**src/pkg/cmti_pkg.sv**
```systemverilog
// Purpose: shared constants, types and helpers of the colour measure timing and interrupt block
// Assumes: one 10 MHz clock, synchronous active-high reset
// Notes: register offsets are byte addresses of the sensor's command-addressed register space
// Summary of operation
// no measurement starts until one full 2.4 ms step has passed after the power-on bit is set.
// integration lasts 256 minus the integration-time value steps of 2.4 ms each.
// the maximum channel count is the integration step count times 1024, saturating at 65535.
// the wait period is counted in 2.4 ms steps, each twelve times longer when long wait is set.
// the wait step count is 256 minus the wait-time value, read as two's complement.
// the low threshold is the byte at 0x04 below the byte at 0x05.
// the high threshold is the byte at 0x06 below the byte at 0x07.
// only the clear result is compared, and a value below low or above high is out of range.
// the persistence setting sits in bits 3:0 of the filter register at 0x0C, bits 7:4 reserved.
// setting 0000 raises an interrupt at the end of every measurement.
// setting 0001 raises an interrupt on a single out-of-range result.
// settings 2 and 3 need that many consecutive out-of-range results, 4 to 15 need 5 to 60 in steps of 5.
// long wait is bit 1 of the configuration register at 0x0D and multiplies the wait by 12.
// status bit 4 shows a pending clear-channel interrupt.
// status bit 0 is set once an integration cycle has completed.
// an in-range result resets the consecutive out-of-range counter.
// the interrupt stays until the clear command, which also resets the persistence counter.
package cmti_pkg;
  localparam int unsigned CLK_FREQ_KHZ = 10000;
  localparam int unsigned TIMEBASE_US = 2400;
  localparam int unsigned STEP_CYCLES = (TIMEBASE_US * CLK_FREQ_KHZ + 999) / 1000;

  localparam logic [4:0] ADDR_ENABLE = 5'h00;
  localparam logic [4:0] ADDR_ITIME = 5'h01;
  localparam logic [4:0] ADDR_WAIT_TIME = 5'h03;
  localparam logic [4:0] ADDR_LOW_LO = 5'h04;
  localparam logic [4:0] ADDR_LOW_HI = 5'h05;
  localparam logic [4:0] ADDR_HIGH_LO = 5'h06;
  localparam logic [4:0] ADDR_HIGH_HI = 5'h07;
  localparam logic [4:0] ADDR_FILTER = 5'h0C;
  localparam logic [4:0] ADDR_CONFIG = 5'h0D;
  localparam logic [4:0] ADDR_STATUS = 5'h13;
  localparam logic [4:0] ADDR_CLEAR_LO = 5'h14;
  localparam logic [4:0] ADDR_CLEAR_HI = 5'h15;

  localparam int unsigned EN_POWER_ON_BIT = 0;
  localparam int unsigned EN_MEASURE_BIT = 1;
  localparam int unsigned EN_WAIT_BIT = 3;
  localparam int unsigned EN_IRQ_BIT = 4;
  localparam int unsigned CFG_LONG_WAIT_BIT = 1;
  localparam int unsigned ST_IRQ_BIT = 4;
  localparam int unsigned ST_VALID_BIT = 0;

  localparam logic [7:0] RST_ENABLE = 8'h00;
  localparam logic [7:0] RST_ITIME = 8'hFF;
  localparam logic [7:0] RST_WAIT_TIME = 8'hFF;
  localparam logic [7:0] RST_THRESHOLD = 8'h00;
  localparam logic [7:0] RST_FILTER = 8'h00;
  localparam logic [7:0] RST_CONFIG = 8'h00;
  localparam logic [7:0] FILTER_MASK = 8'h0F;
  localparam logic [7:0] CONFIG_MASK = 8'h02;

  localparam logic [8:0] STEP_BASE = 9'h100;
  localparam logic [8:0] SAT_STEPS = 9'h040;
  localparam logic [15:0] MAX_COUNT_SAT = 16'hFFFF;
  localparam logic [3:0] LONG_WAIT_LAST = 4'hB;
  localparam logic [5:0] PERSIST_CNT_MAX = 6'h3F;

  typedef struct packed {
    logic wr;
    logic rd;
    logic clear_cmd;
    logic [4:0] addr;
    logic [7:0] wdata;
  } cmti_reg_req_s;

  typedef enum logic [4:0] {
    ST_OFF = 5'b00001,
    ST_PWRUP = 5'b00010,
    ST_IDLE = 5'b00100,
    ST_INTEG = 5'b01000,
    ST_WAIT = 5'b10000
  } cmti_state_e;

  // consecutive out-of-range results needed per persistence setting
  function automatic logic [5:0] persist_need(input logic [3:0] setting);
    logic [5:0] need;
    need = 6'h00;
    if (setting < 4'h4) begin
      need = {2'b00, setting};
    end else begin
      need = 6'((setting - 4'h3) * 5);
    end
    return need;
  endfunction
endpackage

```
**src/hdl/cmti_timebase.sv**
```systemverilog
// Purpose: free step timebase giving one tick per 2.4 ms step
// Assumes: restart realigns the step so that a new phase gets full steps
// Notes: STEP_CYCLES is overridable so simulation can shorten the step
module cmti_timebase #(
  parameter int unsigned STEP_CYCLES = cmti_pkg::STEP_CYCLES
) (
  input wire logic clk, // system clock
  input wire logic sys_rst, // synchronous reset
  input wire logic restart, // start a fresh step
  output logic tick // one-cycle pulse at end of each step
);
  localparam int unsigned W = (STEP_CYCLES > 1) ? $clog2(STEP_CYCLES) : 1;
  localparam logic [W-1:0] LAST = W'(STEP_CYCLES - 1);
  logic [W-1:0] cnt;

  always_ff @(posedge clk) begin
    if (sys_rst || restart || cnt == LAST) begin
      cnt <= '0;
    end else begin
      cnt <= cnt + W'(1);
    end
  end

  always_ff @(posedge clk) begin
    if (sys_rst || restart) begin
      tick <= 1'b0;
    end else begin
      tick <= (cnt == LAST);
    end
  end
endmodule

```
**src/hdl/cmti_persist.sv**
```systemverilog
// Purpose: persistence filter between clear-channel comparison and the interrupt flag
// Assumes: strobe is one cycle per completed measurement
// Notes: counter saturates so a long run out of range keeps firing
module cmti_persist (
  input wire logic clk, // system clock
  input wire logic sys_rst, // synchronous reset
  input wire logic strobe, // measurement complete
  input wire logic out_of_range, // clear result outside thresholds
  input wire logic [3:0] setting, // persistence setting
  input wire logic flush, // interrupt clear command
  output logic fire // one-cycle interrupt request
);
  logic [5:0] cnt;
  logic [5:0] base;
  logic [5:0] next_cnt;

  always_comb begin
    base = flush ? 6'h00 : cnt;
    next_cnt = base;
    if (strobe) begin
      if (!out_of_range) begin
        next_cnt = 6'h00;
      end else if (base != cmti_pkg::PERSIST_CNT_MAX) begin
        next_cnt = base + 6'h01;
      end
    end
  end

  always_ff @(posedge clk) begin
    if (sys_rst) begin
      cnt <= 6'h00;
    end else begin
      cnt <= next_cnt;
    end
  end

  always_ff @(posedge clk) begin
    if (sys_rst) begin
      fire <= 1'b0;
    end else if (strobe && setting == 4'h0) begin
      fire <= 1'b1;
    end else begin
      fire <= strobe && out_of_range && next_cnt >= cmti_pkg::persist_need(setting);
    end
  end
endmodule

```
**src/hdl/cmti_top.sv**
```systemverilog
// Purpose: measurement sequencing, threshold compare and interrupt of a colour light sensor
// Assumes: register requests arrive already decoded from the serial command layer
// Notes: the clear count input comes from the accumulator on the same clock
module cmti_top #(
  parameter int unsigned STEP_CYCLES = cmti_pkg::STEP_CYCLES
) (
  input wire logic clk, // 10 MHz system clock
  input wire logic sys_rst, // synchronous active-high reset
  input wire cmti_pkg::cmti_reg_req_s reg_req, // decoded register access
  output logic [7:0] reg_rdata, // read data, one cycle after rd
  output logic reg_rvalid, // read data valid pulse
  input wire logic [15:0] clear_count, // clear accumulator value
  output logic integ_active, // integration window to the converters
  output logic meas_done, // pulse at end of each integration
  output logic [15:0] max_count, // largest attainable channel count
  output logic [15:0] clear_result, // last clamped clear result
  input wire logic int_pin_i, // interrupt pin level
  output logic int_pin_o, // interrupt pin drive value
  output logic int_pin_oe // interrupt pin drive enable
);
  logic [7:0] enable_control;
  logic [7:0] integration_time;
  logic [7:0] wait_time;
  logic [7:0] low_threshold_lo;
  logic [7:0] low_threshold_hi;
  logic [7:0] high_threshold_lo;
  logic [7:0] high_threshold_hi;
  logic [7:0] interrupt_filter;
  logic [7:0] config_reg;
  logic clear_channel_irq_flag;
  logic measurement_valid_flag;
  logic pin_sync1;
  logic pin_sync2;

  cmti_pkg::cmti_state_e state;
  cmti_pkg::cmti_state_e next_state;
  logic [8:0] step_cnt;
  logic [3:0] sub_cnt;
  logic tick;
  logic restart;
  logic fire;

  logic power_on_bit;
  logic measure_en;
  logic wait_en;
  logic irq_en;
  logic long_wait_bit;
  logic [3:0] persistence_setting;
  logic [8:0] integ_steps;
  logic [8:0] wait_steps;
  logic [15:0] low_thr;
  logic [15:0] high_thr;
  logic [15:0] clamped;
  logic out_of_range;
  logic integ_end;
  logic wait_end;
  logic [15:0] next_max;

  assign power_on_bit = enable_control[cmti_pkg::EN_POWER_ON_BIT];
  assign measure_en = enable_control[cmti_pkg::EN_MEASURE_BIT];
  assign wait_en = enable_control[cmti_pkg::EN_WAIT_BIT];
  assign irq_en = enable_control[cmti_pkg::EN_IRQ_BIT];
  assign long_wait_bit = config_reg[cmti_pkg::CFG_LONG_WAIT_BIT];
  assign persistence_setting = interrupt_filter[3:0];
  assign integ_steps = cmti_pkg::STEP_BASE - {1'b0, integration_time};
  assign wait_steps = cmti_pkg::STEP_BASE - {1'b0, wait_time};
  assign low_thr = {low_threshold_hi, low_threshold_lo};
  assign high_thr = {high_threshold_hi, high_threshold_lo};

  // a hit is a write request to this byte address; reads are decoded separately
  function automatic logic hit(input cmti_pkg::cmti_reg_req_s req, input logic [4:0] addr);
    return req.wr && req.addr == addr;
  endfunction

  always_comb begin
    if (integ_steps >= cmti_pkg::SAT_STEPS) begin
      next_max = cmti_pkg::MAX_COUNT_SAT;
    end else begin
      next_max = {integ_steps[5:0], 10'h000};
    end
  end

  assign clamped = (clear_count > max_count) ? max_count : clear_count;
  assign out_of_range = clamped < low_thr || clamped > high_thr;
  assign integ_end = state == cmti_pkg::ST_INTEG && tick && step_cnt == integ_steps - 9'h001;
  assign wait_end = state == cmti_pkg::ST_WAIT && tick && step_cnt == wait_steps - 9'h001 &&
                    (!long_wait_bit || sub_cnt == cmti_pkg::LONG_WAIT_LAST);

  // register file
  always_ff @(posedge clk) begin
    if (sys_rst) begin
      enable_control <= cmti_pkg::RST_ENABLE;
    end else if (hit(reg_req, cmti_pkg::ADDR_ENABLE)) begin
      enable_control <= reg_req.wdata;
    end
  end

  always_ff @(posedge clk) begin
    if (sys_rst) begin
      integration_time <= cmti_pkg::RST_ITIME;
      wait_time <= cmti_pkg::RST_WAIT_TIME;
    end else begin
      if (hit(reg_req, cmti_pkg::ADDR_ITIME)) begin
        integration_time <= reg_req.wdata;
      end
      if (hit(reg_req, cmti_pkg::ADDR_WAIT_TIME)) begin
        wait_time <= reg_req.wdata;
      end
    end
  end

  always_ff @(posedge clk) begin
    if (sys_rst) begin
      low_threshold_lo <= cmti_pkg::RST_THRESHOLD;
      low_threshold_hi <= cmti_pkg::RST_THRESHOLD;
      high_threshold_lo <= cmti_pkg::RST_THRESHOLD;
      high_threshold_hi <= cmti_pkg::RST_THRESHOLD;
    end else begin
      if (hit(reg_req, cmti_pkg::ADDR_LOW_LO)) begin
        low_threshold_lo <= reg_req.wdata;
      end
      if (hit(reg_req, cmti_pkg::ADDR_LOW_HI)) begin
        low_threshold_hi <= reg_req.wdata;
      end
      if (hit(reg_req, cmti_pkg::ADDR_HIGH_LO)) begin
        high_threshold_lo <= reg_req.wdata;
      end
      if (hit(reg_req, cmti_pkg::ADDR_HIGH_HI)) begin
        high_threshold_hi <= reg_req.wdata;
      end
    end
  end

  // reserved bits are never stored so they always read zero
  always_ff @(posedge clk) begin
    if (sys_rst) begin
      interrupt_filter <= cmti_pkg::RST_FILTER;
      config_reg <= cmti_pkg::RST_CONFIG;
    end else begin
      if (hit(reg_req, cmti_pkg::ADDR_FILTER)) begin
        interrupt_filter <= reg_req.wdata & cmti_pkg::FILTER_MASK;
      end
      if (hit(reg_req, cmti_pkg::ADDR_CONFIG)) begin
        config_reg <= reg_req.wdata & cmti_pkg::CONFIG_MASK;
      end
    end
  end

  always_ff @(posedge clk) begin
    if (sys_rst) begin
      reg_rdata <= 8'h00;
      reg_rvalid <= 1'b0;
    end else begin
      reg_rvalid <= reg_req.rd;
      if (reg_req.rd) begin
        unique case (reg_req.addr)
          cmti_pkg::ADDR_ENABLE: reg_rdata <= enable_control;
          cmti_pkg::ADDR_ITIME: reg_rdata <= integration_time;
          cmti_pkg::ADDR_WAIT_TIME: reg_rdata <= wait_time;
          cmti_pkg::ADDR_LOW_LO: reg_rdata <= low_threshold_lo;
          cmti_pkg::ADDR_LOW_HI: reg_rdata <= low_threshold_hi;
          cmti_pkg::ADDR_HIGH_LO: reg_rdata <= high_threshold_lo;
          cmti_pkg::ADDR_HIGH_HI: reg_rdata <= high_threshold_hi;
          cmti_pkg::ADDR_FILTER: reg_rdata <= interrupt_filter;
          cmti_pkg::ADDR_CONFIG: reg_rdata <= config_reg;
          cmti_pkg::ADDR_STATUS: begin
            reg_rdata <= {3'b000, clear_channel_irq_flag, 3'b000, measurement_valid_flag};
          end
          cmti_pkg::ADDR_CLEAR_LO: reg_rdata <= clear_result[7:0];
          cmti_pkg::ADDR_CLEAR_HI: reg_rdata <= clear_result[15:8];
          default: reg_rdata <= 8'h00;
        endcase
      end
    end
  end

  // measurement sequencer
  cmti_timebase #(
    .STEP_CYCLES(STEP_CYCLES)
  ) u_timebase (
    .clk(clk),
    .sys_rst(sys_rst),
    .restart(restart),
    .tick(tick)
  );

  always_comb begin
    next_state = state;
    restart = 1'b0;
    if (!power_on_bit) begin
      next_state = cmti_pkg::ST_OFF;
    end else begin
      unique case (state)
        cmti_pkg::ST_OFF: begin
          next_state = cmti_pkg::ST_PWRUP;
          restart = 1'b1;
        end
        cmti_pkg::ST_PWRUP: begin
          if (tick) begin
            next_state = cmti_pkg::ST_IDLE;
          end
        end
        cmti_pkg::ST_IDLE: begin
          if (measure_en) begin
            next_state = cmti_pkg::ST_INTEG;
            restart = 1'b1;
          end
        end
        cmti_pkg::ST_INTEG: begin
          if (integ_end) begin
            restart = 1'b1;
            if (!measure_en) begin
              next_state = cmti_pkg::ST_IDLE;
            end else if (wait_en) begin
              next_state = cmti_pkg::ST_WAIT;
            end
          end
        end
        cmti_pkg::ST_WAIT: begin
          if (wait_end) begin
            restart = 1'b1;
            next_state = measure_en ? cmti_pkg::ST_INTEG : cmti_pkg::ST_IDLE;
          end
        end
        default: begin
          next_state = cmti_pkg::ST_OFF;
        end
      endcase
    end
  end

  always_ff @(posedge clk) begin
    if (sys_rst) begin
      state <= cmti_pkg::ST_OFF;
    end else begin
      state <= next_state;
    end
  end

  // step and long-wait sub-step counters, cleared on every phase change
  always_ff @(posedge clk) begin
    if (sys_rst || restart || state == cmti_pkg::ST_OFF) begin
      step_cnt <= 9'h000;
      sub_cnt <= 4'h0;
    end else if (tick && state == cmti_pkg::ST_INTEG) begin
      step_cnt <= step_cnt + 9'h001;
    end else if (tick && state == cmti_pkg::ST_WAIT) begin
      if (long_wait_bit && sub_cnt != cmti_pkg::LONG_WAIT_LAST) begin
        sub_cnt <= sub_cnt + 4'h1;
      end else begin
        sub_cnt <= 4'h0;
        step_cnt <= step_cnt + 9'h001;
      end
    end
  end

  always_ff @(posedge clk) begin
    if (sys_rst) begin
      max_count <= 16'h0000;
    end else begin
      max_count <= next_max;
    end
  end

  always_ff @(posedge clk) begin
    if (sys_rst) begin
      clear_result <= 16'h0000;
      meas_done <= 1'b0;
    end else begin
      meas_done <= integ_end;
      if (integ_end) begin
        clear_result <= clamped;
      end
    end
  end

  always_ff @(posedge clk) begin
    if (sys_rst || state == cmti_pkg::ST_OFF) begin
      measurement_valid_flag <= 1'b0;
    end else if (integ_end) begin
      measurement_valid_flag <= 1'b1;
    end
  end

  always_ff @(posedge clk) begin
    if (sys_rst) begin
      integ_active <= 1'b0;
    end else begin
      integ_active <= next_state == cmti_pkg::ST_INTEG;
    end
  end

  // interrupt path
  cmti_persist u_persist (
    .clk(clk),
    .sys_rst(sys_rst),
    .strobe(integ_end),
    .out_of_range(out_of_range),
    .setting(persistence_setting),
    .flush(reg_req.clear_cmd),
    .fire(fire)
  );

  // a request in the clearing cycle survives
  always_ff @(posedge clk) begin
    if (sys_rst) begin
      clear_channel_irq_flag <= 1'b0;
    end else if (fire) begin
      clear_channel_irq_flag <= 1'b1;
    end else if (reg_req.clear_cmd) begin
      clear_channel_irq_flag <= 1'b0;
    end
  end

  // pin level kept for observation only; pulled high outside
  always_ff @(posedge clk) begin
    if (sys_rst) begin
      pin_sync1 <= 1'b1;
      pin_sync2 <= 1'b1;
    end else begin
      pin_sync1 <= int_pin_i;
      pin_sync2 <= pin_sync1;
    end
  end

  always_ff @(posedge clk) begin
    if (sys_rst) begin
      int_pin_o <= 1'b0;
      int_pin_oe <= 1'b0;
    end else begin
      int_pin_o <= 1'b0;
      int_pin_oe <= clear_channel_irq_flag && irq_en;
    end
  end
endmodule

```
**config.mk**
```make
export PLATFORM = sky130hd
export DESIGN_NAME = cmti_top
export DESIGN_NICKNAME = d
export VERILOG_FILES = /design/src/pkg/cmti_pkg.sv /design/src/hdl/cmti_timebase.sv /design/src/hdl/cmti_persist.sv /design/src/hdl/cmti_top.sv
export SDC_FILE = /design/constraint.sdc
export NUM_CORES = 1
export LEC_CHECK = 0
export BUFFER_PORTS_ARGS = -buffer_cell sky130_fd_sc_hd__buf_2
export CAP_MARGIN = 10
export CORE_AREA = 2 2 150 123
export CTS_CLUSTER_SIZE = 12
export DETAILED_ROUTE_END_ITERATION = 10
export DIE_AREA = 0 0 152 125
export PLACE_DENSITY = 0.68
export SLEW_MARGIN = 20
export SYNTH_ARGS = -nofsm -noshare
export SYNTH_HDL_FRONTEND = slang
export SYNTH_SLANG_ARGS = --single-unit
```
**constraint.sdc**
```tcl
create_clock -name clk -period 10.2 [get_ports clk]
set_input_delay 1.02 -clock clk [delete_from_list [all_inputs] [get_ports clk]]
set_output_delay 1.02 -clock clk [all_outputs]
set_load 0.02 [all_outputs]
```
==> run_results.csv <==
group,metric,value,unit
run_status,status,"finished clean",
final_layout,diodes,0,
synth,ys_seq_area_share,32.3,%
worst_setup_path,critical_path_required,10.49,ns
synth,netlist_area,8620,sq um
final_layout,reg_top3,"clear_result x16, u_timebase.cnt x15, step_cnt x9",
clocking,path_clk_slew,0.06,ns
min_path,holdPathEnd,"enable_control[2]$_SDFFE_PP0P_",
timing,fmax,146,MHz
clocking,hold_buffers,0,
clocking,cts_resized,0,
power_and_ir_drop,leakagePower,3.76,nW
grt,grt_max_degree,66,
grt,grt_overflow,0,
worst_setup_path,regToRegSetupSlack,3.33,ns
clocking,clk_path_buf_depth,2,
flow_run,drv_cap,0,
final_layout,final_core_util,54.4,%
timing,hold_viol_final,0,
clocking,clk_latency,0.43,ns
timing,setup_viol,0,
clocking,post_cts_buffers,0,
synth,synth_fa_ha_area_share,9.64,%
final_layout,layout_common_cells,"dfxtp_1, nand2_1, nor2_1",
placed_design,dp_cells,1334,
detailed_routing,drt_iter0_markers,790,
worst_setup_path,crit_arrival,7.16,ns
worst_setup_path,startpoint,"max_count[9]$_SDFF_PP0_",
synth,synthSimpleGateAreaFrac,26.0,%
clocking,htree_levels,4,
synth,ys_ff_latch,139,
final_layout,multiInputGateArea,5200,sq um
synth,synth_compound_gate_area_share,17.5,%
final_layout,design_area,9610,sq um
timing,period_needed,6.87,ns
detailed_routing,drtPass1Iterations,6,
worst_setup_path,path_class,"reg -> reg",
synth,synthDistinctLibCells,75,
grt,grt_pass1_wl,38700,um
worst_setup_path,start_kind,"flop",
grt,antenna_found_initial,0,
worst_setup_path,r2r_end,"u_persist.fire$_SDFF_PP0_",
worst_setup_path,r2r_start,"max_count[9]$_SDFF_PP0_",
grt,grt_pass1_vias,7212,
detailed_routing,drcViolationCount,0,
timing,finalCritPeriodShare,67.4,%
min_path,min_from,"enable_control[2]$_SDFFE_PP0P_",
timing,rsz0062_at_grt,"false",
placed_design,dp.final_hpwl,17300,um
power_and_ir_drop,cellPowerDensity,138,nW/um^2
final_layout,final_nets,1223,
detailed_routing,viasPerCell,5.89,
synth,synth-edff-count,0,
placed_design,place_ws,3.12,ns
timing,final.setup.worst_slack,3.33,ns
timing,hold_ws,0.452,ns
final_layout,fin_cells,1366,
floorplan,start_util,48.8,%
detailed_routing,routedWlPerCell,17.8,um
detailed_routing,drt-total-wl,24300,um
floorplan,die_h,125,um
placed_design,port_buffers,77,
timing,drv_slew,0,
power_and_ir_drop,ir_drop,112,uV
timing,worst_pin_slew,1.10,ns
final_layout,final_common_cell,"dfxtp_1",
final_layout,fillers,1653,
placed_design,gp_congestion,0.897,
timing,final.setup.tns,0,ns
synth,synthMuxAreaShare,1.61,%
clocking,cts_made_buffers,17,
floorplan,rows,44,
final_layout,areaGrowthSynthToFinish,11.5,%
floorplan,die-width,152,um
clocking,cts_root_buffer,"clkbuf_16",
synth,async_flop_share,0,%
timing,clock_skew,0.00753,ns
worst_setup_path,crit_path_max_fanout,17,
final_layout,seqCellArea,2780,sq um
worst_setup_path,r2r_cells,25,
clocking,clock_sink_count,139,
synth,synth_fp_nets,1200,
placed_design,placed_area,8990,sq um
detailed_routing,vias,8043,
synth,synth_warnings,0,
synth,synth_top_family_by_area,"simple AND/OR/NAND/NOR gates",
synth,synth-xor-area-share,5.45,%
power_and_ir_drop,p_total,1.33,mW
floorplan,ioPinCount,80,
timing,max_slew_margin,26.2,%
min_path,hold_path_class,"reg -> reg",
final_layout,drive_gt1_share,12.8,%
detailed_routing,antenna_left,0,
min_path,hold_path_depth,2,
grt,grtUsageTotal,25.4,%
synth,synth_flop_cell,"dfxtp_1",
clocking,cts_tree,"yes",
synth,avgSynthCellArea,7.83,sq um
floorplan,dieArea,19000,sq um
synth,synthCells,1100,
final_layout,largest_reg_flops,16,
floorplan,core_area,17700,sq um
final_layout,top_register,"clear_result",
worst_setup_path,endpoint_kind,"flop",
## layout make-up
cell class	count	area share, %
multi-input cells	809	54.1
flip-flops and latches	139	29.0
repair buffers	87	4.82
clock buffers	19	4.71
well taps	230	2.99
inverters	69	2.69
clock inverters	13	1.73
## worst max-delay path: stages (launching register included)
cell	delay, ns
dfxtp_1	0.53
inv_1	0.26
ha_1	0.39
nand4_1	0.18
nor4_1	0.39
a21boi_0	0.29
o31a_1	0.60
mux2_2	0.45
ha_1	0.30
nand4_1	0.21
nor4_1	0.38
or3_1	0.18
a31oi_1	0.05
a211oi_1	0.51
nand2_1	0.26
nand2_1	0.14
and2_1	0.16
ha_1	0.22
nand2b_1	0.14
a21o_1	0.17
a21o_1	0.16
a21o_1	0.17
a21o_1	0.16
a21oi_1	0.15
a2bb2oi_1	0.22
nor3_2	0.05
## cells by family after synthesis
group                      Yosys count
DFF                                139
buffers and inverters              152
AOI/OAI and AO/OA                  229
other                                1
and+or+nand+nor                    448
muxes                               13
xor gates and xnor gates            52
adders and majority gates           66
## worst max path at each step
stage / endpoint / slack [ns]
after floorplan: u_persist.fire$_SDFF_PP0_ / 4.32
after global placement: u_persist.fire$_SDFF_PP0_ / 3.20
after detailed placement: u_persist.fire$_SDFF_PP0_ / 3.12
after CTS: u_persist.fire$_SDFF_PP0_ / 3.51
after global routing: u_persist.fire$_SDFF_PP0_ / 2.86
final: u_persist.fire$_SDFF_PP0_ / 3.33
## cell usage after synthesis, drive strengths merged, types with 3 or more instances
cell type    n  area, sq um
a211oi       5         42.5
o21ai       41          205
a211o        9         78.8
nand2b       6         37.5
o211ai       4         30.0
nand3b       9         67.6
clkbuf      61          229
or3          7         43.8
a22o         6         52.6
nor3        39          200
nor2b       21          131
and3        19          119
xor2        24          210
mux2i        6         60.1
buf         22          156
a21oi       84          420
dfxtp      139         2780
xnor2       27          236
nand3       72          360
o21a         7         52.6
ha          64          801
and2         6         37.5
nor4        27          169
nand2      112          420
nand4       18          113
mux2         7         78.8
a22oi       16          120
nor4b        5         50.0
a21o        12         90.1
or4          4         30.0
nor2        86          330
a2bb2oi      5         43.8
o211a        3         30.0
or2          9         56.3
a221oi      11          103
inv         69          259
## power breakdown
| part | total, mW | switching, mW | internal (mW) |
|---|---|---|---|
| logic | 0.129 | 0.0820 | 0.0465 |
| registers | 0.553 | 0.00548 | 0.547 |
| clock network | 0.648 | 0.249 | 0.399 |
## routing by layer
layer	track usage, %	routed length (um)	vias to the layer above	part of all wire (%)
met4	6.76	415	0	1.7
met3	4.89	1550	36	6.4
met1	36.7	11600	3796	48
met5	0	0	-	0
li1	-	-	3943	-
met2	39.0	10800	268	44
Power figures use the tool's default switching activity.
